## config.mk

```make
export PLATFORM = sky130hd
export DESIGN_NAME = sdpi_core
export DESIGN_NICKNAME = d
export VERILOG_FILES = /design/src/pkg/sdpi_pkg.sv /design/src/verilog/sdpi_mask_pipe.sv /design/src/verilog/sdpi_core.sv
export SDC_FILE = /design/constraint.sdc
export NUM_CORES = 1
export LEC_CHECK = 0
export ABC_AREA = 1
export BUFFER_PORTS_ARGS = -buffer_cell sky130_fd_sc_hd__buf_2
export CAP_MARGIN = 20
export CORE_ASPECT_RATIO = 0.7
export CORE_MARGIN = 5
export CORE_UTILIZATION = 45
export DETAILED_ROUTE_END_ITERATION = 7
export GPL_TIMING_DRIVEN = 0
export PLACE_DENSITY_LB_ADDON = 0.12
export SYNTH_ARGS = -nofsm -noshare
export SYNTH_HDL_FRONTEND = slang
export SYNTH_SLANG_ARGS = --single-unit
export TNS_END_PERCENT = 1
```

## constraint.sdc

```tcl
create_clock -name core_clk -period 8.4 [get_ports core_clk]
set_input_delay 1.68 -clock core_clk [delete_from_list [all_inputs] [get_ports core_clk]]
set_output_delay 1.68 -clock core_clk [all_outputs]
set_load 0.1 [all_outputs]
```

## src/pkg/sdpi_pkg.sv

```systemverilog
// constants and types shared by the sdram command pin interface
package sdpi_pkg;
  localparam int DATA_W     = 32;
  localparam int LANES      = 4;
  localparam int LANE_W     = 8;
  localparam int ADDR_W     = 11;
  localparam int BANK_W     = 2;
  localparam int BANKS      = 4;
  localparam int COL_W      = 8;
  localparam int AP_BIT     = 10;
  localparam int MASK_LAT   = 2;
  localparam int BURST_W    = 9;
  localparam logic [BURST_W-1:0] BURST_LEN_DEF = 9'h004;
  // command code: {cs_n, ras_n, cas_n, we_n}
  localparam logic [3:0] CMD_LMR   = 4'h0;
  localparam logic [3:0] CMD_REF   = 4'h1;
  localparam logic [3:0] CMD_PRE   = 4'h2;
  localparam logic [3:0] CMD_ACT   = 4'h3;
  localparam logic [3:0] CMD_WR    = 4'h4;
  localparam logic [3:0] CMD_RD    = 4'h5;
  localparam logic [3:0] CMD_BST   = 4'h6;
  localparam logic [3:0] CMD_NOP   = 4'h7;
  localparam logic [ADDR_W-1:0] MODE_RST = 11'h000;
  localparam logic [COL_W-1:0]  COL_ONE  = 8'h01;
  localparam logic [BURST_W-1:0] CNT_ONE = 9'h001;
  typedef enum logic [2:0] {SDPI_RUN, SDPI_PD_PRE, SDPI_SELF_REF, SDPI_PD_ACT,
                            SDPI_SUSPEND} sdpi_cke_t;
  typedef enum logic [1:0] {SDPI_B_IDLE, SDPI_B_RD, SDPI_B_WR} sdpi_burst_t;
endpackage

```

## src/verilog/sdpi_mask_pipe.sv

```systemverilog
// byte mask delay line for read output enables
`timescale 1ns/10ps
`default_nettype none
module sdpi_mask_pipe
  import sdpi_pkg::*;
#(
  parameter int DEPTH = MASK_LAT
)(
  input  wire logic             core_clk,
  input  wire logic             rst,
  input  wire logic             adv,
  input  wire logic [LANES-1:0] mask_in,
  output logic      [LANES-1:0] mask_out
);
  if (DEPTH < 1) $error("depth must be at least one");
  logic [LANES-1:0] stage_reg [DEPTH];
  logic [LANES-1:0] stage_next [DEPTH];
  // shift only while the clock is active, so suspend freezes the path
  always_comb
  begin
    stage_next[0] = adv ? mask_in : stage_reg[0];
    for (int i = 1; i < DEPTH; i++)
      stage_next[i] = adv ? stage_reg[i-1] : stage_reg[i];
  end
  always_ff @(posedge core_clk or posedge rst)
  begin
    if (rst)
    begin
      for (int i = 0; i < DEPTH; i++)
        stage_reg[i] <= '0;
    end
    else
    begin
      for (int i = 0; i < DEPTH; i++)
        stage_reg[i] <= stage_next[i];
    end
  end
  assign mask_out = stage_reg[DEPTH-1];
endmodule
`default_nettype wire

```

## src/verilog/sdpi_core.sv

```systemverilog
// device side command, address, mask and data pin logic of a four bank sdram
//
// Contract
// - every input is sampled only on the rising clock edge
// - each active cycle advances the burst column and clocks output registers
// - clock gate high means active; low freezes internal state
// - gate low picks power-down, self refresh, active power-down or suspend by state
// - gate sampled synchronously except while in power-down or self refresh; here it is sampled on every edge in those modes too
// - input buffers are disabled during power-down and self refresh
// - command decoder acts only when chip select is registered low
// - deselect lets bursts finish; byte masks still act
// - command code is chip select plus three strobes on one edge
// - chip select is one bit of the command code
// - write mask bit high blocks that byte from the array
// - read mask bit high floats that output byte two cycles later
// - mask bit n governs data bits 8n to 8n+7
// - mask referred to as a whole means all four bits alike
// - bank select picks bank for active, read, write, precharge
// - active captures all eleven address bits as the row
// - read or write takes low eight bits as column, bit ten auto precharge
// - precharge with bit ten high closes all banks, else selected bank
// - load mode register captures address as the opcode
`timescale 1ns/10ps
`default_nettype none
module sdpi_core
  import sdpi_pkg::*;
#(
  parameter logic [BURST_W-1:0] BURST_LEN = BURST_LEN_DEF
)(
  input  wire logic              core_clk,
  input  wire logic              rst,
  input  wire logic              clk_gate,
  input  wire logic              chip_sel_n,
  input  wire logic              row_strobe_n,
  input  wire logic              col_strobe_n,
  input  wire logic              write_strobe_n,
  input  wire logic [LANES-1:0]  byte_mask_lanes,
  input  wire logic [BANK_W-1:0] bank_select,
  input  wire logic [ADDR_W-1:0] address_bus,
  input  wire logic [DATA_W-1:0] data_lines_in,
  input  wire logic [DATA_W-1:0] array_rdata,
  output logic      [DATA_W-1:0] data_lines_out,
  output logic      [DATA_W-1:0] data_lines_oe,
  output logic                   array_we,
  output logic      [LANES-1:0]  array_be,
  output logic      [BANK_W-1:0] array_bank,
  output logic      [ADDR_W-1:0] array_row,
  output logic      [COL_W-1:0]  array_col,
  output logic      [DATA_W-1:0] array_wdata,
  output logic      [BANKS-1:0]  bank_open,
  output logic      [ADDR_W-1:0] mode_opcode,
  output logic                   mode_load,
  output logic                   refresh_pulse,
  output logic                   input_buf_en,
  output logic                   power_down,
  output logic                   self_refresh,
  output logic                   suspended
);
  if (BURST_LEN < CNT_ONE) $error("burst length must be at least one");

  // ****************************************************************
  // command decode
  // ****************************************************************
  sdpi_cke_t mode_reg, mode_next;
  sdpi_burst_t burst_reg, burst_next;
  logic [BANKS-1:0] open_reg, open_next;
  logic [3:0] cmd;
  logic       run;
  logic       gated_in;
  // buffers off in the low power modes, so strobes read as deselect
  assign gated_in = input_buf_en;
  assign cmd = gated_in ? {chip_sel_n, row_strobe_n, col_strobe_n, write_strobe_n}
                        : {1'b1, 3'h7};
  assign run = clk_gate && (mode_reg == SDPI_RUN || mode_reg == SDPI_SUSPEND);

  function automatic logic is_cmd(input logic [3:0] c, input logic [3:0] code);
    is_cmd = (c == code); // a high cs bit never matches a code
  endfunction

  // ****************************************************************
  // clock gate mode
  // ****************************************************************
  logic ibuf_reg, ibuf_next, pd_reg, pd_next, sref_reg, sref_next, susp_reg, susp_next;
  // low power exit watches the gate every edge, standing in for the async path
  always_comb
  begin
    mode_next = mode_reg;
    unique case (mode_reg)
      SDPI_RUN:
      begin
        if (!clk_gate)
        begin
          if (burst_reg != SDPI_B_IDLE) mode_next = SDPI_SUSPEND;
          else if (open_reg != '0)      mode_next = SDPI_PD_ACT;
          else if (is_cmd(cmd, CMD_REF)) mode_next = SDPI_SELF_REF;
          else                          mode_next = SDPI_PD_PRE;
        end
      end
      SDPI_PD_PRE, SDPI_PD_ACT, SDPI_SELF_REF, SDPI_SUSPEND:
        if (clk_gate) mode_next = SDPI_RUN;
    endcase
    pd_next   = (mode_next == SDPI_PD_PRE || mode_next == SDPI_PD_ACT);
    sref_next = (mode_next == SDPI_SELF_REF);
    susp_next = (mode_next == SDPI_SUSPEND);
    ibuf_next = !(pd_next || sref_next);
  end

  // ****************************************************************
  // banks, burst and mode register
  // ****************************************************************
  logic [ADDR_W-1:0] row_reg [BANKS];
  logic [ADDR_W-1:0] row_next [BANKS];
  logic [BURST_W-1:0] cnt_reg, cnt_next;
  logic [COL_W-1:0] col_reg, col_next;
  logic [BANK_W-1:0] bank_reg, bank_next;
  logic ap_reg, ap_next;
  logic [ADDR_W-1:0] mode_op_reg, mode_op_next;
  logic ld_next, ref_next;
  logic [LANES-1:0] rmask;
  logic [ADDR_W-1:0] arow_reg, arow_next;

  always_comb
  begin
    open_next = open_reg;
    burst_next = burst_reg;
    cnt_next = cnt_reg;
    col_next = col_reg;
    bank_next = bank_reg;
    ap_next = ap_reg;
    mode_op_next = mode_op_reg;
    ld_next = 1'b0;
    ref_next = 1'b0;
    for (int b = 0; b < BANKS; b++)
      row_next[b] = row_reg[b];
    if (run)
    begin
      // burst advance first; a read, write or burst stop below overrides it
      if (burst_reg != SDPI_B_IDLE)
      begin
        col_next = col_reg + COL_ONE;
        cnt_next = cnt_reg - CNT_ONE;
        if (cnt_reg == CNT_ONE)
        begin
          burst_next = SDPI_B_IDLE;
          if (ap_reg) open_next[bank_reg] = 1'b0;
        end
      end
      if (is_cmd(cmd, CMD_ACT))
      begin
        open_next[bank_select] = 1'b1;
        row_next[bank_select] = address_bus;
      end
      else if (is_cmd(cmd, CMD_RD) || is_cmd(cmd, CMD_WR))
      begin
        burst_next = is_cmd(cmd, CMD_RD) ? SDPI_B_RD
                   : (BURST_LEN == CNT_ONE) ? SDPI_B_IDLE : SDPI_B_WR;
        bank_next = bank_select;
        col_next = address_bus[COL_W-1:0];
        ap_next = address_bus[AP_BIT];
        // the write command cycle is its first beat, so one fewer follows
        cnt_next = is_cmd(cmd, CMD_RD) ? BURST_LEN : BURST_LEN - CNT_ONE;
        if (is_cmd(cmd, CMD_WR) && BURST_LEN == CNT_ONE && address_bus[AP_BIT])
          open_next[bank_select] = 1'b0;
      end
      else if (is_cmd(cmd, CMD_PRE))
      begin
        if (address_bus[AP_BIT]) open_next = '0;
        else open_next[bank_select] = 1'b0;
      end
      else if (is_cmd(cmd, CMD_BST))
        burst_next = SDPI_B_IDLE;
      else if (is_cmd(cmd, CMD_LMR))
      begin
        mode_op_next = address_bus;
        ld_next = 1'b1;
      end
      else if (is_cmd(cmd, CMD_REF))
        ref_next = 1'b1;
    end
    arow_next = row_next[bank_next];
  end

  // ****************************************************************
  // array and pin outputs
  // ****************************************************************
  logic [DATA_W-1:0] dout_next, doe_next, wdata_next;
  logic we_next;
  logic [LANES-1:0] be_next;
  logic [DATA_W-1:0] wdata_reg, dout_reg, doe_reg;
  logic we_reg;
  logic [LANES-1:0] be_reg;
  logic rd_phase;
  assign rd_phase = (burst_reg == SDPI_B_RD);

  always_comb
  begin
    dout_next = dout_reg;
    doe_next = doe_reg;
    wdata_next = wdata_reg;
    we_next = 1'b0;
    be_next = '0;
    if (run) // output registers clock only while active
    begin
      dout_next = array_rdata;
      for (int l = 0; l < LANES; l++)
        doe_next[l*LANE_W +: LANE_W] = {LANE_W{rd_phase && !rmask[l]}};
      if (burst_reg == SDPI_B_WR || is_cmd(cmd, CMD_WR))
      begin
        we_next = 1'b1;
        be_next = ~byte_mask_lanes;
        wdata_next = data_lines_in;
      end
    end
    else if (burst_reg == SDPI_B_IDLE)
      doe_next = '0; // nothing left to return, so let go of the bus
  end

  sdpi_mask_pipe #(
    .DEPTH    (MASK_LAT)
  ) u_mask (
    .core_clk (core_clk),
    .rst      (rst),
    .adv      (run),
    .mask_in  (byte_mask_lanes),
    .mask_out (rmask)
  );

  always_ff @(posedge core_clk or posedge rst)
  begin
    if (rst)
    begin
      mode_reg <= SDPI_RUN;
      burst_reg <= SDPI_B_IDLE;
      open_reg <= '0;
      cnt_reg <= '0;
      col_reg <= '0;
      bank_reg <= '0;
      ap_reg <= 1'b0;
      mode_op_reg <= MODE_RST;
      mode_load <= 1'b0;
      refresh_pulse <= 1'b0;
      dout_reg <= '0;
      doe_reg <= '0;
      wdata_reg <= '0;
      we_reg <= 1'b0;
      be_reg <= '0;
      ibuf_reg <= 1'b1;
      pd_reg <= 1'b0;
      sref_reg <= 1'b0;
      susp_reg <= 1'b0;
      arow_reg <= '0;
      for (int b = 0; b < BANKS; b++)
        row_reg[b] <= '0;
    end
    else
    begin
      mode_reg <= mode_next;
      burst_reg <= burst_next;
      open_reg <= open_next;
      cnt_reg <= cnt_next;
      col_reg <= col_next;
      bank_reg <= bank_next;
      ap_reg <= ap_next;
      mode_op_reg <= mode_op_next;
      mode_load <= ld_next;
      refresh_pulse <= ref_next;
      dout_reg <= dout_next;
      doe_reg <= doe_next;
      wdata_reg <= wdata_next;
      we_reg <= we_next;
      be_reg <= be_next;
      ibuf_reg <= ibuf_next;
      pd_reg <= pd_next;
      sref_reg <= sref_next;
      susp_reg <= susp_next;
      arow_reg <= arow_next;
      for (int b = 0; b < BANKS; b++)
        row_reg[b] <= row_next[b];
    end
  end

  // status straight from state flops
  assign data_lines_out = dout_reg;
  assign data_lines_oe  = doe_reg;
  assign array_we       = we_reg;
  assign array_be       = be_reg;
  assign array_wdata    = wdata_reg;
  assign array_bank     = bank_reg;
  assign array_row      = arow_reg;
  assign array_col      = col_reg;
  assign bank_open      = open_reg;
  assign mode_opcode    = mode_op_reg;
  assign input_buf_en   = ibuf_reg;
  assign power_down     = pd_reg;
  assign self_refresh   = sref_reg;
  assign suspended      = susp_reg;
endmodule
`default_nettype wire

```

After elaboration in Yosys (flattened, before gate mapping)
Cells that the tools add are included.
{"block": "totals", "register_bits": 210, "in_bits": 88}
{"block": "classes", "n_addsub": 2, "magnitude_cmp": 7, "eq_ne": 17, "mux": 63, "bitwise_logic": 12, "n_reduce_logical": 28}
{"op": "$mux W44", "n": 2}
{"op": "$mux W32", "n": 2}
{"op": "$bwmux W44", "n": 1}
{"op": "$mux W4", "n": 11}
{"op": "$mux W11", "n": 3}
{"op": "$mux W9", "n": 3}
{"op": "$mux W2", "n": 12}
{"op": "$mux W8", "n": 3}
{"op": "$bmux W11 S2", "n": 1}
{"op": "$demux W11 S2", "n": 1}
{"op": "$mux W1", "n": 17}
{"op": "$eq A3 B2 Y1 const B", "n": 4}
{"op": "$eq A4 B3 Y1 const B", "n": 3}
{"op": "$mux W3", "n": 4}
{"op": "$not A4 Y4", "n": 3}
{"op": "$eq A9 B1 Y1 const B", "n": 1}
{"op": "$sub A9 B1 Y9 const B", "n": 1}
{"op": "$add A8 B1 Y8 const B", "n": 1}
{"op": "$and A4 B4 Y4", "n": 2}
{"op": "$eq A4 B2 Y1 const B", "n": 2}
{"op": "$logic_and A1 B1 Y1", "n": 8}
{"op": "$eq A3 B1 Y1 const B", "n": 2}
{"op": "$eq A3 B3 Y1 const B", "n": 2}
{"op": "$ge A3 B3 Y1 const B", "n": 2}
{"op": "other kinds (22)", "n": 38}

Logic depth before layout (Yosys ltp)
Gate-level depths: netlist (run 1).
{"block": "depth", "depth_word": 15, "depth_mapped": 11}

Hierarchy
Synthesis (run 1) repeated with hierarchy kept, for this count alone.
{"block": "unflattened", "hier_cells": 966, "hier_area_um2": 8221.6}
{"mod": "sdpi_core", "n_inst": 1, "cells_each": 927, "area_each_um2": 7882.6, "seq_area_each_um2": 4355.4}
{"mod": "sdpi_mask_pipe", "n_inst": 1, "cells_each": 39, "area_each_um2": 339.1, "seq_area_each_um2": 200.2}

Least setup slack after synthesis (run 1)
OpenSTA, ideal clock, no wires.
{"block": "synth_timing", "path_kind": "register to output", "start": "register data_lines_oe[15] (netlist name)", "end": "output port data_lines_oe[10]", "arrival_ns": 1.440, "required_ns": 6.720, "path_slack_ns": 5.280, "stages_incl_launch_ff": 2, "path_buffers": 1, "path_cell_list": "dfrtp_1 buf_4"}
{"item": "end: declaration", "line_no": "sdpi_core.sv:43", "rtl": "output logic [DATA_W-1:0] data_lines_oe,"}

==> metrics, run 1 <==
clk_skew 0.007818 ns; Clock Latency Late Sink 0.43 ns; max frequency 312.1 MHz; final worst slack 5.196 ns; CTS tree yes; first drt pass iteration count 5; Core ar. 17950 µm²; CTS Sinks 182; first-pass GRT wire length 38.27 mm; Critical Path Start Type flip-flop; dominant cell type by area after synthesis dfrtp_1; Rows 41; final hold vios 0; area of the mapped netlist 8177 µm²; dominant synthesized flop cell dfrtp_1; Post-synth ARST share 100.0%; largest cells by area after synthesis dfrtp_1, nand2_1, nand3_1; Max FO, Critical Path 9; all-layer global routing usage 23.52%; Hold Path Class reg2reg; gr ovfl total 0; port buffer count 229; number of enable flip-flop cells after synthesis 0; post-synth cell types 33; Die W 171.1 µm; final WL 23.98 mm; Crit path required time 6.72 ns; diode count 0; Net count, final 1302; Num CTS Buffers 17; GPL Wtd Cong 0.8558; H-tree levels 4; Via Count 7236; clk root buf clkbuf_16; status complete, no violations; yosys warns 0; hpwl dp 17.61 mm; dpl ws 5.123 ns; Worst Setup End Kind output port; Final Setup Violations 0; RSZ-0062 raised after global routing false; DR DRC count 0; Tmin final 3.204 ns; area grow syn2layout 26.07%; #FFs+latches synth 182; routed vias/inst 4.960; die height 122.8 µm; Worst Max-Slew Pin Slew 0.7007 ns; Max Cap Violations 0; Slew headroom 53.29%; Crit Path Class reg2out; clk slew on worst S/H paths 0.07 ns; max reg flops 44; routed len/inst 16.43 µm; die area 21010 µm²; Post-CTS Resized 0; Synth Instances 962; hold slack 0.4670 ns; Synth top area share 55.39%; largest net degree at the start of global routing 109; Initial DRC Count 664; number of hold buffers added after cts 0; initial antenna violation count 0; vias in the first global route 7123; post-synthesis sequential area ratio 55.72%; share of cells above drive strength 1 27.72%; Final Cycle Share 38.14%; crit path DAT 1.52 ns; top-level I/O count 231; number of setup buffers added after CTS 0; starting density of the core 45.54%; average cell area after synthesis 8.500 µm²; deepest clock path buffer count 2; final slew viol count 0; Antenna Nets Post-Route 0; post-synth net total 1053
==> kinds of logic (layout without fill, tap and decap cells) <==
kind of cell	count (synthesis)	after routing	synth area share, %
AO/OA/AOI/OAI	55	55	4.055
XOR/XNOR	4	4	0.4284
adder cells (fa/ha/maj)	3	3	0.4591
buffers and inverters	131	392	8.615
flip-flops	182	182	55.72
AND/OR/NAND/NOR	587	587	30.73
==> area by class of cell <==
cell class,count,area (µm²)
Buffer,73,481.7
Clock buffer,18,439.2
Clock inverter,13,216.5
Fill cell,1713,7646
Inverter,58,230.2
Multi-Input combinational cell,649,2917
Sequential cell,182,4556
Tap cell,236,295.3
Timing Repair Buffer,230,1174
==> metal layers <==
metal  GRT usage (%)  up-vias  share of wire [%]
li1                -     3562                  -
met1           32.56     3365                 45
met2           36.28      288                 44
met3           8.113       21                9.6
met4           4.948        0               0.96
met5               0        -                  0
==> per-stage QoR <==
step	util (%)	TNS [ns]	area, µm²	cells
3_5_place_dp	53.76	0	9653	1428
6_report	57.41	0	10310	1459
2_1_floorplan	-	0	8177	962
3_3_place_gp	53.57	-68.07	9618	1427
4_1_cts	57.41	0	10310	1459
5_1_grt	57.41	0	10310	1459
==> critical path, stage by stage (launching register included) <==
cell     delay (ns)
dfrtp_1        0.51
buf_4          0.17
buf_2          0.42
==> cell usage in the layout (no fill, tap or decap), types with 11 or more instances in the layout <==
cell,count
buf_4,33
clkbuf_1,11
nand3_1,94
o21ai_0,19
nand4_1,51
dfrtp_1,181
nor2_1,32
buf_2,248
clkbuf_16,17
inv_1,54
a21oi_1,14
nand2_1,396
==> synth_stat cells (all sizes together) (3+ instances only) <==
library cell,number
nand4,52
clkbuf,11
buf,62
nand3,94
o21ai,27
dfrtp,181
inv,57
ha,3
xor2,4
a21oi,14
nor2,38
nand2,400
a21boi,4
o221ai,5
==> path summary, 6_finish.rpt <==
kind	startpoint	end	slack, ns	depth (start not counted)
worst max-delay path	data_lines_oe[15]	data_lines_oe[11]	5.20	2
worst min-delay path	row_reg[40]	row_reg[40]	0.47	2
worst max register to register	input_buf_en	array_row[0]	6.34	8
worst min register to register	row_reg[40]	row_reg[40]	0.47	2
max in group asynchronous	rst	array_wdata[1]	6.15	3
min in group asynchronous	rst	data_lines_out[6]	1.31	2
Power of run 1 is left out: the tool's default activity adds up to more than one toggle a clock period on the data nets, which glitch-free logic cannot reach.
==> run 2: changes to the inputs <==
- clock period: 8.4 -> 2.65 ns (I/O delays scaled with it)
==> metrics, run 2 (synthesis gave the netlist of run 1 again) <==
status complete, no violations; initial antenna violation count 0; clk slew on worst S/H paths 0.07 ns; worst r2r dst array_row[1]; R2R depth 7; first-pass GRT wire length 38.67 mm; clk_skew 0.008964 ns; port buffer count 229; GPL Wtd Cong 0.8553; Crit. Startpoint input_buf_en; RSZ-0062 raised after global routing false; reg-to-reg startpoint input_buf_en; CTS Sinks 182; Net count, final 1306; first drt pass iteration count 6; CTS tree yes; Largest stage delay, worst path 0.59 ns; die height 122.8 µm; fillers 1668; gr ovfl total 0; most frequent cells in the layout nand2_1, buf_2, dfrtp_1; Final Cycle Share 78.63%; all-layer global routing usage 23.97%; commonest non-fill, non-tap cell in the layout nand2_1; hpwl dp 18.02 mm; Final Setup Violations 0; final slew viol count 0; crit path DAT 2.46 ns; Clock Latency Late Sink 0.44 ns; vias in the first global route 7142; Post-CTS Resized 0; Worst Max-Slew Pin Slew 0.6963 ns; final hold vios 0; cell family with most CP delay simple AND/OR/NAND/NOR gates; starting density of the core 45.54%; area grow syn2layout 25.94%; DR DRC count 0; number of hold buffers added after cts 0; Max Cap Violations 0; Rows 41; final WL 24.18 mm; Critical Path Start Type flip-flop; Final Non-Filler Cells 1464; Crit path required time 3.02 ns; Worst path most repeated cell nand3_1; Slew headroom 53.15%; CP max-delay cell dfstp_2; number of setup buffers added after CTS 0; Num CTS Buffers 17; diode count 0; Initial DRC Count 613; max frequency 479.9 MHz; routed len/inst 16.52 µm; Crit Path Class reg2reg; largest net degree at the start of global routing 40; deepest clock path buffer count 2; Antenna Nets Post-Route 0; H-tree levels 4; Tmin final 2.084 ns; Max FO, Critical Path 10; CP cell instances nand3_1, nor2_4, buf_1, nand4_1, nand3_1, nand3_1, nand2_1; routed vias/inst 5.030; share of cells above drive strength 1 28.01%; Die W 171.1 µm; Worst Setup End Kind flip-flop; Placed Cells 1432; die area 21010 µm²; worst reg2reg setup slack 0.57 ns; top-level I/O count 231; Worst Path Buf+Inv 1; clk root buf clkbuf_16; fin util 57.35%; Via Count 7364; Core ar. 17950 µm²; Hold Path Class in2async; max reg flops 44
## run 2: cell types whose count changed in the layout (fill, tap and decap cells not counted), sizes merged
cell,change
buf,+4
clkinvlp,+4
clkinv,+2
bufinv,-5
## run 2: worst max-delay path by stage
stage                                    end  slack (ns)  cells after the start
final                           array_row[1]        0.57                      7
after global routing            array_row[1]        0.46                      8
after CTS                  data_lines_oe[28]        0.58                      2
after detailed placement        array_row[1]        0.51                      8
after global placement    data_lines_out[14]       -1.43                      2
after floorplan                       ap_reg       -0.22                      1
## run 2: per-layer routing
layer | wire [µm] | global-route usage (%) | part of all wire, %
met5 | 8 | 1.449 | 0.033
met4 | 327 | 5.641 | 1.4
met3 | 2223 | 7.695 | 9.2
met1 | 10860 | 33.93 | 45
met2 | 10760 | 36.11 | 44
## run 2: layout make-up
cell class	count	area [µm²]	share of cell area, %
Inverter	58	226.5	2.199
Clock buffer	18	439.2	4.265
Clock inverter	14	136.4	1.324
Tap cell	236	295.3	2.868
Multi-Input combinational cell	649	2917	28.32
Sequential cell	182	4556	44.24
Buffer	73	481.7	4.678
Timing Repair Buffer	234	1246	12.10
## run 2: metrics by stage
| step | setup slack [ns] | TNS, ns | hold slack, ns | instance area, µm² |
|---|---|---|---|---|
| 6_report | 0.5664 | 0 | 0.08174 | 10300 |
| 5_1_grt | 0.4608 | 0 | 0.09673 | 10300 |
| 4_1_cts | 0.5770 | 0 | 0.08284 | 10300 |
| 3_5_place_dp | 0.5112 | 0 | 0.4517 | 9722 |
| 3_3_place_gp | -1.427 | -255.13 | 0.4480 | 9622 |
| 2_1_floorplan | -0.2157 | -39.05 | 0.4367 | 8180 |
Power of run 2 is left out for the same reason.
